$ cat src/logic/sac_params.svh
// Constants for the converter control block
// Contract
// RULE1: Ten-bit code, zero is ground.
// RULE2: Reference bits pick supply, 1.1V or pin.
// RULE3: Channel bits route pin, ground or bandgap.
// RULE4: Eight single-ended channels from one port.
// RULE5: Selections apply only once enabled.
// RULE6: Power gate set makes converter unusable.
// RULE7: Right-aligned result, left when selected.
// RULE8: Low byte read blocks result updates.
// RULE9: Blocked completion discards the new result.
// RULE10: High byte read re-enables updates.
// RULE11: Software reads low byte before high.
// RULE12: Done flag raised even when discarded.
// RULE13: Start bit begins conversion, clears when done.
// RULE14: Channel change mid-conversion waits until finished.
// RULE15: Auto trigger uses selected source.
// RULE16: Trigger rising edge resets prescaler, starts.
// RULE17: Edges during conversion ignored, levels too.
// RULE18: Trigger flag must clear before retriggering.
// RULE19: Done-flag source runs conversions back to back.
// RULE20: Software start works in auto mode too.
// RULE21: Thirteen cycles, twenty-five for the first.
// RULE22: Prescaler counts while enabled, else reset.
// RULE23: Completion writes result, sets flag, clears start.
// RULE24: Trigger sync adds three CPU cycles.
// RULE25: One result bit per converter clock.
// RULE26: Reset clears control bits and result.
`ifndef SAC_PARAMS_SVH
`define SAC_PARAMS_SVH
// Register byte addresses
`define SAC_OFS_INPUT_SEL 12'h000
`define SAC_OFS_CTRL_A 12'h004
`define SAC_OFS_CTRL_B 12'h008
`define SAC_OFS_RES_LOW 12'h00c
`define SAC_OFS_RES_HIGH 12'h010
`define SAC_OFS_POWER 12'h014
// Input select fields
`define SAC_MUX_LSB 0
`define SAC_LEFT_BIT 5
`define SAC_REF_LSB 6
// Control A fields
`define SAC_PS_LSB 0
`define SAC_DONE_BIT 4
`define SAC_AUTO_BIT 5
`define SAC_START_BIT 6
`define SAC_EN_BIT 7
// Control B trigger field
`define SAC_TS_LSB 0
// Timing in converter clocks, sync delay in core clocks
`define SAC_NORMAL_CYC 5'd13
`define SAC_FIRST_CYC 5'd25
`define SAC_SYNC_CYC 2'd3
// Trigger source code for the done flag
`define SAC_TS_DONE 3'h0
`endif

$ cat src/logic/sac_pkg.sv
// Types for the converter control block
package sac_pkg;
    typedef enum logic [1:0] {ST_IDLE, ST_SYNC, ST_CONV} sac_state_e;
    typedef struct packed {
        logic [2:0] channel; // Pin channel of port
        logic use_gnd; // Ground selected
        logic use_bg; // Bandgap selected
        logic [1:0] ref_sel; // Reference choice
    } sac_mux_s;
endpackage

$ cat src/logic/sac_adc_ctrl.sv
// Successive approximation converter control with APB register access
`timescale 1ns/1ps
`default_nettype none
`include "sac_params.svh"
module sac_adc_ctrl (
    input wire logic CORE_CLK, // 50 MHz clock
    input wire logic SYS_RST, // Synchronous active high reset
    input wire logic PSEL,
    input wire logic PENABLE,
    input wire logic PWRITE,
    input wire logic [11:0] PADDR,
    input wire logic [31:0] PWDATA,
    output logic [31:0] PRDATA,
    output logic PREADY,
    output logic PSLVERR,
    input wire logic [7:0] TRIG_IN, // Trigger sources 1..7, bit 0 unused
    input wire logic CMP_OUT, // Analog comparator decision
    output logic [9:0] DAC_CODE, // Trial code to comparator DAC
    output logic [3:0] ANA_MUX_SEL, // Applied channel, 8=gnd 9=bandgap
    output logic [1:0] ANA_REF_SEL, // Applied reference
    output logic ANA_ENABLE, // Analog power up
    output logic SAMPLE_HOLD // High while sampling
);
    logic [7:0] in_sel_reg; // Buffered input select
    logic [7:0] ctrl_a_reg; // Control a bits
    logic [2:0] trig_sel_reg; // Trigger source select
    logic power_gate_reg; // Power reduction bit
    logic [7:0] res_low_reg, res_high_reg; // Result bytes
    logic lock_reg; // Result update block
    logic first_reg; // Next conversion is the first
    logic [6:0] presc_reg; // Prescaler count
    logic [4:0] cyc_reg; // Converter clocks into conversion
    logic [9:0] sar_reg; // Approximation register
    logic [3:0] bit_reg; // Bit under trial
    logic [1:0] sync_reg; // Trigger sync delay
    logic trig_d_reg; // Delayed trigger level
    logic [7:0] mux_act_reg; // Selection used by converter
    sac_pkg::sac_state_e state_reg;
    logic wr, rd, en, adc_tick, trig_lvl, trig_edge, sw_start, done, cur_left;
    logic [4:0] conv_len;
    logic [9:0] res;
    sac_pkg::sac_mux_s mux_view;

    // Bus strobes, zero wait state
    assign wr = PSEL && PENABLE && PWRITE;
    assign rd = PSEL && PENABLE && !PWRITE;
    assign PREADY = 1'b1;
    // Enable is usable only with the power gate open
    assign en = ctrl_a_reg[`SAC_EN_BIT] && !power_gate_reg; // see RULE6

    // Prescaler tick at selected division 2..128
    always_comb begin
        adc_tick = 1'b0;
        case (ctrl_a_reg[`SAC_PS_LSB +: 3])
            3'h0, 3'h1: adc_tick = presc_reg[0];
            3'h2: adc_tick = &presc_reg[1:0];
            3'h3: adc_tick = &presc_reg[2:0];
            3'h4: adc_tick = &presc_reg[3:0];
            3'h5: adc_tick = &presc_reg[4:0];
            3'h6: adc_tick = &presc_reg[5:0];
            default: adc_tick = &presc_reg;
        endcase
    end

    // Trigger source level, done flag or external line
    assign trig_lvl = (trig_sel_reg == `SAC_TS_DONE) ? ctrl_a_reg[`SAC_DONE_BIT] : TRIG_IN[trig_sel_reg];
    assign trig_edge = trig_lvl && !trig_d_reg && ctrl_a_reg[`SAC_AUTO_BIT] && en; // see RULE15
    assign sw_start = wr && PADDR == `SAC_OFS_CTRL_A && PWDATA[`SAC_START_BIT];
    assign conv_len = first_reg ? `SAC_FIRST_CYC : `SAC_NORMAL_CYC; // see RULE21
    assign done = state_reg == sac_pkg::ST_CONV && adc_tick && cyc_reg == conv_len - 5'd1;
    // Final code with the last trial bit settled
    assign res = (bit_reg == 4'd0) ? (CMP_OUT ? sar_reg : sar_reg & 10'h3fe) : sar_reg;
    assign cur_left = in_sel_reg[`SAC_LEFT_BIT];

    // Previous trigger level for edge detect
    always_ff @(posedge CORE_CLK) begin
        if (SYS_RST) begin
            trig_d_reg <= 1'b0;
        end else begin
            trig_d_reg <= trig_lvl;
        end
    end

    // Prescaler runs while enabled, reset by trigger
    always_ff @(posedge CORE_CLK) begin
        if (SYS_RST || !en) begin
            presc_reg <= 7'h00; // see RULE22
        end else if (trig_edge && state_reg == sac_pkg::ST_IDLE) begin
            presc_reg <= 7'h00; // see RULE16
        end else begin
            presc_reg <= presc_reg + 7'h01;
        end
    end

    // Conversion sequencer
    always_ff @(posedge CORE_CLK) begin
        if (SYS_RST || !en) begin
            state_reg <= sac_pkg::ST_IDLE;
            cyc_reg <= 5'd0;
            sync_reg <= 2'd0;
            sar_reg <= 10'h000;
            bit_reg <= 4'd9;
        end else begin
            case (state_reg)
                sac_pkg::ST_IDLE: begin
                    if (trig_edge) begin
                        state_reg <= sac_pkg::ST_SYNC; // see RULE16
                        sync_reg <= 2'd0;
                    end else if (sw_start || ctrl_a_reg[`SAC_START_BIT]) begin
                        state_reg <= sac_pkg::ST_CONV; // see RULE13
                        cyc_reg <= 5'd0;
                        sar_reg <= 10'h200;
                        bit_reg <= 4'd9;
                    end
                end
                sac_pkg::ST_SYNC: begin
                    // Fixed synchronisation delay
                    if (sync_reg == `SAC_SYNC_CYC - 2'd1) begin
                        state_reg <= sac_pkg::ST_CONV; // see RULE24
                        cyc_reg <= 5'd0;
                        sar_reg <= 10'h200;
                        bit_reg <= 4'd9;
                    end else begin
                        sync_reg <= sync_reg + 2'd1;
                    end
                end
                sac_pkg::ST_CONV: begin
                    if (adc_tick) begin
                        cyc_reg <= cyc_reg + 5'd1;
                        // Resolve one bit per clock in the ten clocks before the last
                        if (cyc_reg >= conv_len - 5'd11 && cyc_reg < conv_len - 5'd1) begin
                            if (!CMP_OUT) begin
                                sar_reg[bit_reg] <= 1'b0; // see RULE25
                            end
                            if (bit_reg != 4'd0) begin
                                sar_reg[bit_reg - 4'd1] <= 1'b1;
                                bit_reg <= bit_reg - 4'd1;
                            end
                        end
                        if (done) begin
                            // Free running restarts at once, others go idle
                            if (ctrl_a_reg[`SAC_AUTO_BIT] && trig_sel_reg == `SAC_TS_DONE) begin
                                cyc_reg <= 5'd0; // see RULE19
                                sar_reg <= 10'h200;
                                bit_reg <= 4'd9;
                            end else begin
                                state_reg <= sac_pkg::ST_IDLE; // see RULE17
                            end
                        end
                    end
                end
                default: state_reg <= sac_pkg::ST_IDLE;
            endcase
        end
    end

    // First conversion marker after enabling
    always_ff @(posedge CORE_CLK) begin
        if (SYS_RST || !en) begin
            first_reg <= 1'b1;
        end else if (done) begin
            first_reg <= 1'b0;
        end
    end

    // Control a register with start and done flag
    always_ff @(posedge CORE_CLK) begin
        if (SYS_RST) begin
            ctrl_a_reg <= 8'h00; // see RULE26
        end else begin
            if (wr && PADDR == `SAC_OFS_CTRL_A) begin
                ctrl_a_reg[`SAC_EN_BIT] <= PWDATA[`SAC_EN_BIT];
                ctrl_a_reg[`SAC_AUTO_BIT] <= PWDATA[`SAC_AUTO_BIT];
                ctrl_a_reg[`SAC_PS_LSB +: 4] <= PWDATA[`SAC_PS_LSB +: 4];
                if (PWDATA[`SAC_START_BIT] && en) begin
                    ctrl_a_reg[`SAC_START_BIT] <= 1'b1; // see RULE20
                end
                if (PWDATA[`SAC_DONE_BIT]) begin
                    ctrl_a_reg[`SAC_DONE_BIT] <= 1'b0; // see RULE18
                end
            end
            if (trig_edge && state_reg == sac_pkg::ST_IDLE) begin
                ctrl_a_reg[`SAC_START_BIT] <= 1'b1; // see RULE20
            end
            if (done) begin
                ctrl_a_reg[`SAC_DONE_BIT] <= 1'b1; // see RULE12
                if (!(ctrl_a_reg[`SAC_AUTO_BIT] && trig_sel_reg == `SAC_TS_DONE)) begin
                    ctrl_a_reg[`SAC_START_BIT] <= 1'b0; // see RULE23
                end
            end
            if (!en) begin
                ctrl_a_reg[`SAC_START_BIT] <= 1'b0;
            end
        end
    end

    // Other writable registers
    always_ff @(posedge CORE_CLK) begin
        if (SYS_RST) begin
            in_sel_reg <= 8'h00;
            trig_sel_reg <= 3'h0;
            power_gate_reg <= 1'b0;
        end else if (wr) begin
            case (PADDR)
                `SAC_OFS_INPUT_SEL: in_sel_reg <= PWDATA[7:0];
                `SAC_OFS_CTRL_B: trig_sel_reg <= PWDATA[`SAC_TS_LSB +: 3];
                `SAC_OFS_POWER: power_gate_reg <= PWDATA[0];
                default: in_sel_reg <= in_sel_reg;
            endcase
        end
    end

    // Applied selection follows buffer only when idle and enabled
    always_ff @(posedge CORE_CLK) begin
        if (SYS_RST) begin
            mux_act_reg <= 8'h00;
        end else if (en && state_reg == sac_pkg::ST_IDLE) begin
            mux_act_reg <= in_sel_reg; // see RULE5 RULE14
        end
    end

    // Decode applied selection, codes 0..7 pins, 0x1e bandgap, 0x1f ground
    always_comb begin
        mux_view.channel = mux_act_reg[2:0]; // see RULE4
        mux_view.use_bg = mux_act_reg[4:0] == 5'h1e; // see RULE3
        mux_view.use_gnd = mux_act_reg[4:0] == 5'h1f;
        mux_view.ref_sel = mux_act_reg[`SAC_REF_LSB +: 2]; // see RULE2
    end
    assign ANA_MUX_SEL = mux_view.use_gnd ? 4'h8 : (mux_view.use_bg ? 4'h9 : {1'b0, mux_view.channel});
    assign ANA_REF_SEL = mux_view.ref_sel;
    assign ANA_ENABLE = en;
    assign SAMPLE_HOLD = state_reg == sac_pkg::ST_CONV && cyc_reg < conv_len - 5'd11;
    assign DAC_CODE = sar_reg; // see RULE1

    // Result bytes, locked between low and high reads
    always_ff @(posedge CORE_CLK) begin
        if (SYS_RST) begin
            res_low_reg <= 8'h00;
            res_high_reg <= 8'h00;
        end else if (done && !lock_reg) begin
            if (cur_left) begin
                res_high_reg <= res[9:2]; // see RULE7
                res_low_reg <= {res[1:0], 6'h00};
            end else begin
                res_high_reg <= {6'h00, res[9:8]};
                res_low_reg <= res[7:0];
            end
        end // see RULE9
    end

    // Lock set by low byte read, cleared by high byte read
    always_ff @(posedge CORE_CLK) begin
        if (SYS_RST) begin
            lock_reg <= 1'b0;
        end else if (rd && PADDR == `SAC_OFS_RES_HIGH) begin
            lock_reg <= 1'b0; // see RULE10
        end else if (rd && PADDR == `SAC_OFS_RES_LOW) begin
            lock_reg <= 1'b1; // see RULE8
        end
    end

    // Read data mux and error on unmapped address
    always_comb begin
        PRDATA = 32'h0000_0000;
        PSLVERR = 1'b0;
        case (PADDR)
            `SAC_OFS_INPUT_SEL: PRDATA = {24'h0, in_sel_reg};
            `SAC_OFS_CTRL_A: PRDATA = {24'h0, ctrl_a_reg};
            `SAC_OFS_CTRL_B: PRDATA = {29'h0, trig_sel_reg};
            `SAC_OFS_RES_LOW: PRDATA = {24'h0, res_low_reg};
            `SAC_OFS_RES_HIGH: PRDATA = {24'h0, res_high_reg};
            `SAC_OFS_POWER: PRDATA = {31'h0, power_gate_reg};
            default: PSLVERR = PSEL && PENABLE;
        endcase
    end
endmodule
`default_nettype wire

$ cat config.mk
export PLATFORM = sky130hd
export DESIGN_NAME = sac_adc_ctrl
export DESIGN_NICKNAME = d
export VERILOG_FILES = /design/src/logic/sac_pkg.sv /design/src/logic/sac_adc_ctrl.sv
export VERILOG_INCLUDE_DIRS = /design/src /design/src/logic
export SDC_FILE = /design/constraint.sdc
export NUM_CORES = 1
export LEC_CHECK = 0
export ABC_CLOCK_PERIOD_IN_PS = 3000
export BUFFER_PORTS_ARGS = -buffer_cell sky130_fd_sc_hd__buf_4
export CORE_AREA = 2 2 98 91
export DETAILED_ROUTE_END_ITERATION = 8
export DIE_AREA = 0 0 100 93
export HOLD_SLACK_MARGIN = 0.1
export PLACE_DENSITY = 0.8
export SETUP_SLACK_MARGIN = 0.05
export SYNTH_ARGS = -nofsm -noshare
export SYNTH_HDL_FRONTEND = slang
export SYNTH_SLANG_ARGS = --single-unit
$ cat constraint.sdc
create_clock -name CORE_CLK -period 3 [get_ports CORE_CLK]
set_input_delay 0.3 -clock CORE_CLK [delete_from_list [all_inputs] [get_ports CORE_CLK]]
set_output_delay 0.3 -clock CORE_CLK [all_outputs]
set_load 0.05 [all_outputs]
==> results of run 1 <==
==> power by group through the flow <==
stage	combinational [mW]	clock (mW)	sequential (mW)
after global routing	0.145	0.825	1.01
after detailed placement	0.138	0	1.03
final	0.140	0.777	1.01
after CTS	0.138	0.788	1.01
after global placement	0.137	0	1.03
after floorplan	0.118	0	1.03
==> cells by family (layout without fill, tap and decap cells) <==
group / Yosys count / after routing
simple gates: 189 / 189
compound gates: 117 / 117
flops: 76 / 76
buf+inv: 68 / 98
mux: 32 / 32
fa+ha+maj: 17 / 17
xor+xnor: 5 / 5
other cells: 2 / 25
==> stage by stage <==
step,util (%),hold WS (ns),cell area (sq um),std cells
2_1_floorplan,-,0.426,4430,529
3_3_place_gp,56.9,0.442,4740,645
3_5_place_dp,56.9,0.456,4740,645
4_1_cts,59.2,0.188,4930,661
5_1_grt,59.2,0.181,4930,661
6_report,59.2,0.189,4930,661
==> layout by cell type, fill, tap and decap left out, drive strengths merged, types with 13 or more instances in the layout <==
| cell | synthesis | final |
|---|---|---|
| buf | 35 | 69 |
| nor2 | 50 | 50 |
| ha | 17 | 17 |
| inv | 13 | 14 |
| mux2i | 28 | 28 |
| dfxtp | 76 | 76 |
| o21ai | 13 | 13 |
| nand2 | 44 | 44 |
| nand2b | 18 | 18 |
| a21oi | 29 | 29 |
| nand3 | 23 | 23 |
| conb | 2 | 25 |
==> routing by layer <==
metal,GRT usage [%],part of all wire (%),vias up
met1,30.6,44,1834
met2,37.8,48,148
met4,7.08,1.9,0
li1,-,-,1865
met5,0,0,-
met3,5.23,6.1,22
==> area by class of cell <==
cell class,instances,area [sq um],area share [%]
clock buffer,10,128,2.59
clock inverter,6,63.8,1.29
inverter,13,48.8,0.989
multi-input combinational,385,2520,51.2
sequential,76,1520,30.8
tap,102,128,2.59
timing repair buffer,69,518,10.5
==> worst max path at each step <==
stage / start / endpoint / slack, ns / cells past startpoint
2_1_floorplan: PADDR[7] / PRDATA[5] / 0.25 / 6
3_3_place_gp: presc_reg[0]$_SDFF_PP0_ / DAC_CODE[6]$_SDFFE_PP0P_ / 0.46 / 9
3_5_place_dp: presc_reg[0]$_SDFF_PP0_ / cyc_reg[4]$_SDFFE_PP0P_ / 0.37 / 9
4_1_cts: presc_reg[0]$_SDFF_PP0_ / cyc_reg[4]$_SDFFE_PP0P_ / 0.33 / 9
5_1_grt: presc_reg[0]$_SDFF_PP0_ / cyc_reg[4]$_SDFFE_PP0P_ / 0.12 / 9
6_report: presc_reg[0]$_SDFF_PP0_ / DAC_CODE[9]$_SDFFE_PP0P_ / 0.32 / 9
==> worst max-delay path: cells and delay by family (launching register included) <==
kind | cells | cell delay [ns]
fa+ha+maj | 2 | 0.41
compound gates | 5 | 1.50
flops | 1 | 0.37
simple gates | 2 | 0.29
==> results.txt, run 1 <==
The flow ran to the end, and the final reports show no timing, DRC or antenna violations. Max-cap violations in this run came to 0. Measured along the y axis, the die boundary spans 93 um. The warning count from the yosys run came out at 0. The sequential element share of the synthesized area came out at 35.0%.

Of all nets on the critical path, the largest fanout is 14. The core region is 0.00833 sq mm. The slew at the pin closest to its max-slew limit came out at 0.825 ns.

The area growth from synthesis to layout came out at 13.6%. TritonCTS built the clock tree. Post-CTS repair changed the size of 0 cells. STA classifies the critical path endpoint as a register. The critical path is of the register to register type. In this run the core area contains 32 standard-cell rows.

The die is ~100 um wide. The power share of the clock group is 40.4%. The count of pins over their slew limit came out at 0. Data arrives at the worst endpoint at 2.93 ns. The share of the clock period used by the worst path after layout is about 89%. The cell area after synthesis is 0.00434 sq mm. The dominant combinational cell family by area after synthesis is simple AND/OR/NAND/NOR gates. The initial antenna violation count is 0. The flip-flop count of the largest register after layout is 10. After detailed routing, the number of vias per cell comes to 5.85. The number of endpoints failing setup at the final stage is 0. Among all cell types in the netlist, the one instantiated most often is dfxtp_1.

Setup slack on the worst reg-to-reg path comes out at about 0.32 ns. The clock latency on the worst-skew pair came out at ~0.36 ns. The slowest stage of the critical path belongs to the cell a32oi_2. Entering global routing, the biggest net connects 45 pins. The number of buffers added by the clock tree synthesis step came out at 9. The die covers approximately 0.0093 sq mm.

Hold repair after CTS inserted 0 buffers. The number of register bits inferred by synthesis is 76. The aggregate routed wire length is about 11,000 um. The area share of xor/xnor cells in the synthesized design is 1.01%. The routed length per instance is 16.2 um. Of all flip-flops after synthesis, the portion carrying an async set or reset was 0%. The total setup buffers inserted after CTS came out at 0.

For this design the top-level I/O count stands at 110. The smallest clock period supported by the final layout is computed as 2.68 ns. The end point of the worst hold path is ctrl_a_reg[3]$_SDFFE_PP0N_. In this run the remaining antenna-violating nets after routing total 0. The total power per unit cell area came out at about 390 mW/mm^2. The clock skew after layout came out at 0.00976 ns. The via count is 3,869. For this run, the leading register cell type out of synthesis is dfxtp_1. The post-placement setup slack is between 0.3 and 0.4 ns. The worst hold path class is primary input to register. The biggest cell delay along the critical path came out at 0.67 ns.

The worst setup path is launched from a register. The total net switching power came out at 498 uW. Sequential cells burn around 52% of the power. Setup repair after global routing left no endpoint under its margin. The hold violation total from the final report was 0. In this run the critical register-to-register path is captured at DAC_CODE[9]$_SDFFE_PP0P_. By count the netlist is led by 76 x dfxtp_1, 50 x nor2_1, 44 x nand2_1, 29 x buf_4. The critical path's most frequent cell is ha_1. After the last flow step, the layout net total stands at between 600 and 700. Traced cell by cell, the critical path runs through ha_1 > and3_1 > ha_1 > nand2_1 > a21oi_1 > o311ai_0 > a32oi_2 > a31oi_1 > a31o_1. The overall power after layout came out at 1.92 mW. The sum of net half-perimeters after detailed placement is approximately 8000 um. In the post-synthesis netlist, the biggest area contributors are dfxtp_1 35%, mux2i_1 6.5%, buf_4 5.0%, ha_1 4.9%, nor2_1 4.3%.

The total overflow left after global routing is 0. The number of inserted filler cells in the final layout came out at 752. The adder-cell share of the synthesized area came out at about 4.9%. The congestion estimate from routability-driven global placement came to 0.903.

The simple logic cell fraction of the synthesized area came out at 22.0%. The top-area cell type share of the netlist area came out at 35.0%. The first-iteration detailed-routing DRC count came out at between 200 and 250. Of the cells placed in the final design, the portion with a size suffix greater than 1 is a little under a fifth. Net switching is between 20 and 30% of the power. The worst pin sits at a relative slew slack of 45.0%. The mux share of post-synthesis cell area came out at 8.01%. CTS built an H-tree with a depth of 3.

Data on the critical path is required at its endpoint by approximately 3.3 ns. Clock tree synthesis found a total of 76 sinks. For this configuration, the core starts out at a cell density of 52.1%. Along the worst hold path, the cell count comes to 3.

The tree is rooted in a clkbuf_8. The post-synthesis area per instance came out at 8.58 sq um. The first-pass detailed-route iteration total came out at 5. The register clock-pin slew on the reported worst setup and hold paths is ~0.08 ns.

The netlist uses 66 different library cells. Based on the critical path, the design can be clocked at up to approximately 0.37 GHz. For this run, the total global-route usage over all layers was measured as 23.1%. The first global-routing pass estimated between 15,000 and 20,000 um of wire. The deepest clock path buffer count came out at 2. Counting flops with a built-in enable in the synthesized netlist gives 0. In the final timing run, aggregate negative setup slack is 0 ns. The final worst-path setup slack is 0.325 ns. The design internal power is 1.43 mW.

The number of antenna diodes in the final layout is 0. The power share of the combinational group is 7.3%. VDD sags by at most 0.216 mV.

The area fraction in compound gates after synthesis is 20.1%. The final routed DRC violation total is 0. The via count of the first global-routing pass is 3,617. The biggest area contributor in the post-synthesis netlist is dfxtp_1. The number of instances in the synthesized netlist is about 500.

The worst hold path begins at PWDATA[3]. The number of cells on the worst reg-to-reg path is 9. The count of buffers inserted at the top-level ports is 59. In this run the critical register-to-register path is launched from presc_reg[0]$_SDFF_PP0_. For this design the static power due to leakage is between 1.5 and 2 nW.
(Power assumes the default switching activity.)
==> run 2: changes to the inputs <==
--- a/config.mk
+++ b/config.mk
@@ -9,10 +9,11 @@
 export ABC_CLOCK_PERIOD_IN_PS = 3000
 export BUFFER_PORTS_ARGS = -buffer_cell sky130_fd_sc_hd__buf_4
 export CORE_AREA = 2 2 98 91
+export CTS_CLUSTER_DIAMETER = 60
 export DETAILED_ROUTE_END_ITERATION = 8
 export DIE_AREA = 0 0 100 93
 export HOLD_SLACK_MARGIN = 0.1
-export PLACE_DENSITY = 0.8
+export PLACE_DENSITY = 0.88
 export SETUP_SLACK_MARGIN = 0.05
 export SYNTH_ARGS = -nofsm -noshare
 export SYNTH_HDL_FRONTEND = slang
==> results.txt, run 2 (synthesis gave the netlist of run 1 again) <==
The run finished with clean final reports. The design internal power came out at 1.54 mW (+7.7%). The global router's overall resource usage is 23.3% (+0.11 points).

The share of the clock period used by the worst path after layout came out at 91.9% (+2.7 points). The via count of the first global-routing pass is 3,578 (-1.1%). The cell depth of the worst min-delay path came out at 3 (unchanged). The critical path in this run is classified as register to register.

The proportion of layout cells with a drive suffix above 1 came out at 18.8% (-0.15 points). The most common cell after layout, fill and taps aside is dfxtp_1. The number of standard cells in the final layout excluding fillers is 660 (-0.15%).

STA classifies the critical path startpoint as a register. The initial antenna violation count is 0 (unchanged). The total congestion overflow after global routing came out at 0 (unchanged). The number of nets in the finished design is 628 (-0.16%). The critical path's most frequent cell is ha_1. The core area came out at 0.00833 sq mm (unchanged).

The number of sinks handled by clock tree synthesis came out at 76 (unchanged). The number of I/O pins is 110 (unchanged). The cell leakage power was 1.89 nW (+0.46%).

The final critical path time including I/O delays and setup is 2.76 ns (+0.0819 ns). The die width came to 100 um (unchanged). The worst hold path class is primary input to register. The hold violation total from the final report came to 0 (unchanged). The share of total power consumed by net switching came out at 24.5% (-1.4 points). The number of buffer and inverter instances along the worst setup path came out at 0 (unchanged).

The via count is 4,002 (+3.4%). In the layout the commonest cells are 76 x dfxtp_1, 68 x buf_4, 50 x nor2_1. The slew at the pin closest to its max-slew limit is 0.807 ns (-0.0176 ns). The via density per instance came out at 6.06 (+3.6%). The H-tree depth is 3 (unchanged). The fraction of the core area covered by cells at the end of the flow is 59.5% (+0.32 points).

The clock latency on the worst-skew pair came out at 0.36 ns (about the same). The first-iteration detailed-routing DRC count is 287 (+22%). The final routed DRC violation total was 0 (unchanged). The critical path goes through ha_1 > and3_1 > ha_1 > nand2_1 > a21oi_1 > o311ai_0 > a32oi_2 > o22ai_1 > a22o_1. The routed length per instance was 16.5 um (+2.1%). The power share of the clock group is 43.6% (+3.2 points).

CTS placed an instance of clkbuf_8 at the clock tree root. The critical path's top delay family is compound AO/OA/AOI/OAI gates. The starting utilization of the core area was 52.1% (unchanged).

The overall power after layout came to 2.03 mW (+5.7%). Setup repair after global routing left no endpoint under its margin. The first-pass detailed-route iteration total was 5 (unchanged).

The count of buffers inserted at the top-level ports came out at 59 (unchanged). The number of buffers added by the clock tree synthesis step was 9 (unchanged). The remaining number of nets flagged by the antenna check after routing is 0 (unchanged). The floorplan die area is 0.00930 sq mm (unchanged). The biggest cell delay along the critical path was 0.72 ns (+0.05 ns). The final weighted congestion of routability-driven global placement came to 0.913 (+1.1%). The maximum number of pins on one net before global-route repair came out at 47 (+4.4%). The normalized max-slew margin came out at 46.2% (+1.2 points). The row count came out at 32 (unchanged). The aggregate routed wire length came out at 10,900 um (+2.0%).

The total net switching power is 499 uW (+0.13%). The register clock-pin slew on the reported worst setup and hold paths was 0.08 ns (about the same). The data arrival time of the worst path is 3.00 ns (+0.07 ns). The aggregate negative setup slack is 0 ns (unchanged). The flip-flop count of the largest register after layout is 10 (unchanged). The peak supply drop was 0.240 mV (+11%).

The kind of end point of the critical path is a register. The number of buffers inserted by hold repair at cts came out at 0 (unchanged). The slowest cell on the critical path is a32oi_2. The count of pins over their slew limit is 0 (unchanged). The critical path depth in cells was 9 (unchanged). TritonCTS built the clock tree. The count of maximum capacitance violations is 0 (unchanged). The required arrival time at the worst endpoint came to 3.25 ns (about the same). The logic depth of the worst register-to-register path was 9 (unchanged). The final antenna diode count is 0 (unchanged). The cell count after placement is 644 (-0.16%). The sum of net half-perimeters after detailed placement came out at 8130 um (+1.9%). The wire length of the first global-routing pass is 17,300 um (+0.80%). The number of endpoints failing setup at the final stage came to 0 (unchanged). The post-placement setup slack is 0.346 ns (-0.0218 ns). The part of the total power dissipated in sequential elements came out at 49.5% (-2.9 points).

The critical-path maximum fanout was 14 (unchanged). The area growth from synthesis to layout is 14.2%. The top achievable clock speed came out at 0.363 GHz (-3.0%). The total power per unit cell area came out at 410 mW/mm^2 (+5.2%). The deepest clock path buffer count came out at 2 (unchanged). The final worst-path setup slack is 0.243 ns (-0.0819 ns). The y dimension of the die is 93 um (unchanged). The power share of the combinational group was 6.9% (-0.4 points). The clock skew after layout is 0.0101 ns (+0.000301 ns).
[run 2: cell count changes in the layout (fill, tap and decap cells not counted)]
cell and change:
buf_4 -1, bufinv_16 +1, clkbuf_8 +1, clkinv_2 -2
[run 2: final timing paths]
check,from,end,slack [ns]
worst max register to register,presc_reg[0]$_SDFF_PP0_,DAC_CODE[6]$_SDFFE_PP0P_,0.24
worst min-delay path,PWDATA[3],ctrl_a_reg[3]$_SDFFE_PP0N_,0.19
worst min register to register,mux_act_reg[6]$_SDFFE_PP0P_,mux_act_reg[6]$_SDFFE_PP0P_,0.46
worst max-delay path,presc_reg[0]$_SDFF_PP0_,DAC_CODE[6]$_SDFFE_PP0P_,0.24
[run 2: what timing repair did]
action / CTS / global route
endpoints found under the setup margin: 0 / 1
resized for setup: 0 / 0
setup buffers: 0 / 0
hold endpoints to repair: 0 / 0
[run 2: stage by stage]
stage / hold WS, ns / area (sq um)
detailed placement: 0.452 / 4730
CTS: 0.188 / 4960
floorplan: 0.426 / 4430
finish: 0.186 / 4960
global placement: 0.442 / 4730
global route: 0.212 / 4960
[run 2: layout make-up]
cell class / instances / area [sq um]
Inverter: 13 / 48.8
Multi-Input combinational cell: 385 / 2520
Fill cell: 699 / 3370
Sequential cell: 76 / 1520
Timing Repair Buffer: 68 / 510
Clock inverter: 5 / 83.8
Clock buffer: 11 / 141
Tap cell: 102 / 128
[run 2: power by group through the flow]
stage | sequential (mW) | clock (mW) | combinational [mW]
finish | 1.01 | 0.887 | 0.139
global placement | 1.03 | 0 | 0.135
CTS | 1.01 | 0.891 | 0.138
floorplan | 1.03 | 0 | 0.118
global route | 1.01 | 0.930 | 0.145
detailed placement | 1.03 | 0 | 0.138
[run 2: worst register-to-register path: stages, from the launching register on]
cell,delay (ns)
dfxtp_1,0.38
ha_1,0.27
and3_1,0.24
ha_1,0.15
nand2_1,0.05
a21oi_1,0.24
o311ai_0,0.17
a32oi_2,0.72
o22ai_1,0.17
a22o_1,0.26
[run 2: per-layer routing]
layer	up-vias	routed length [um]	GRT usage, %
met1	1906	4490	30.7
li1	1863	-	-
met5	-	0	0
met4	0	191	6.51
met2	210	5310	38.5
met3	23	921	5.08
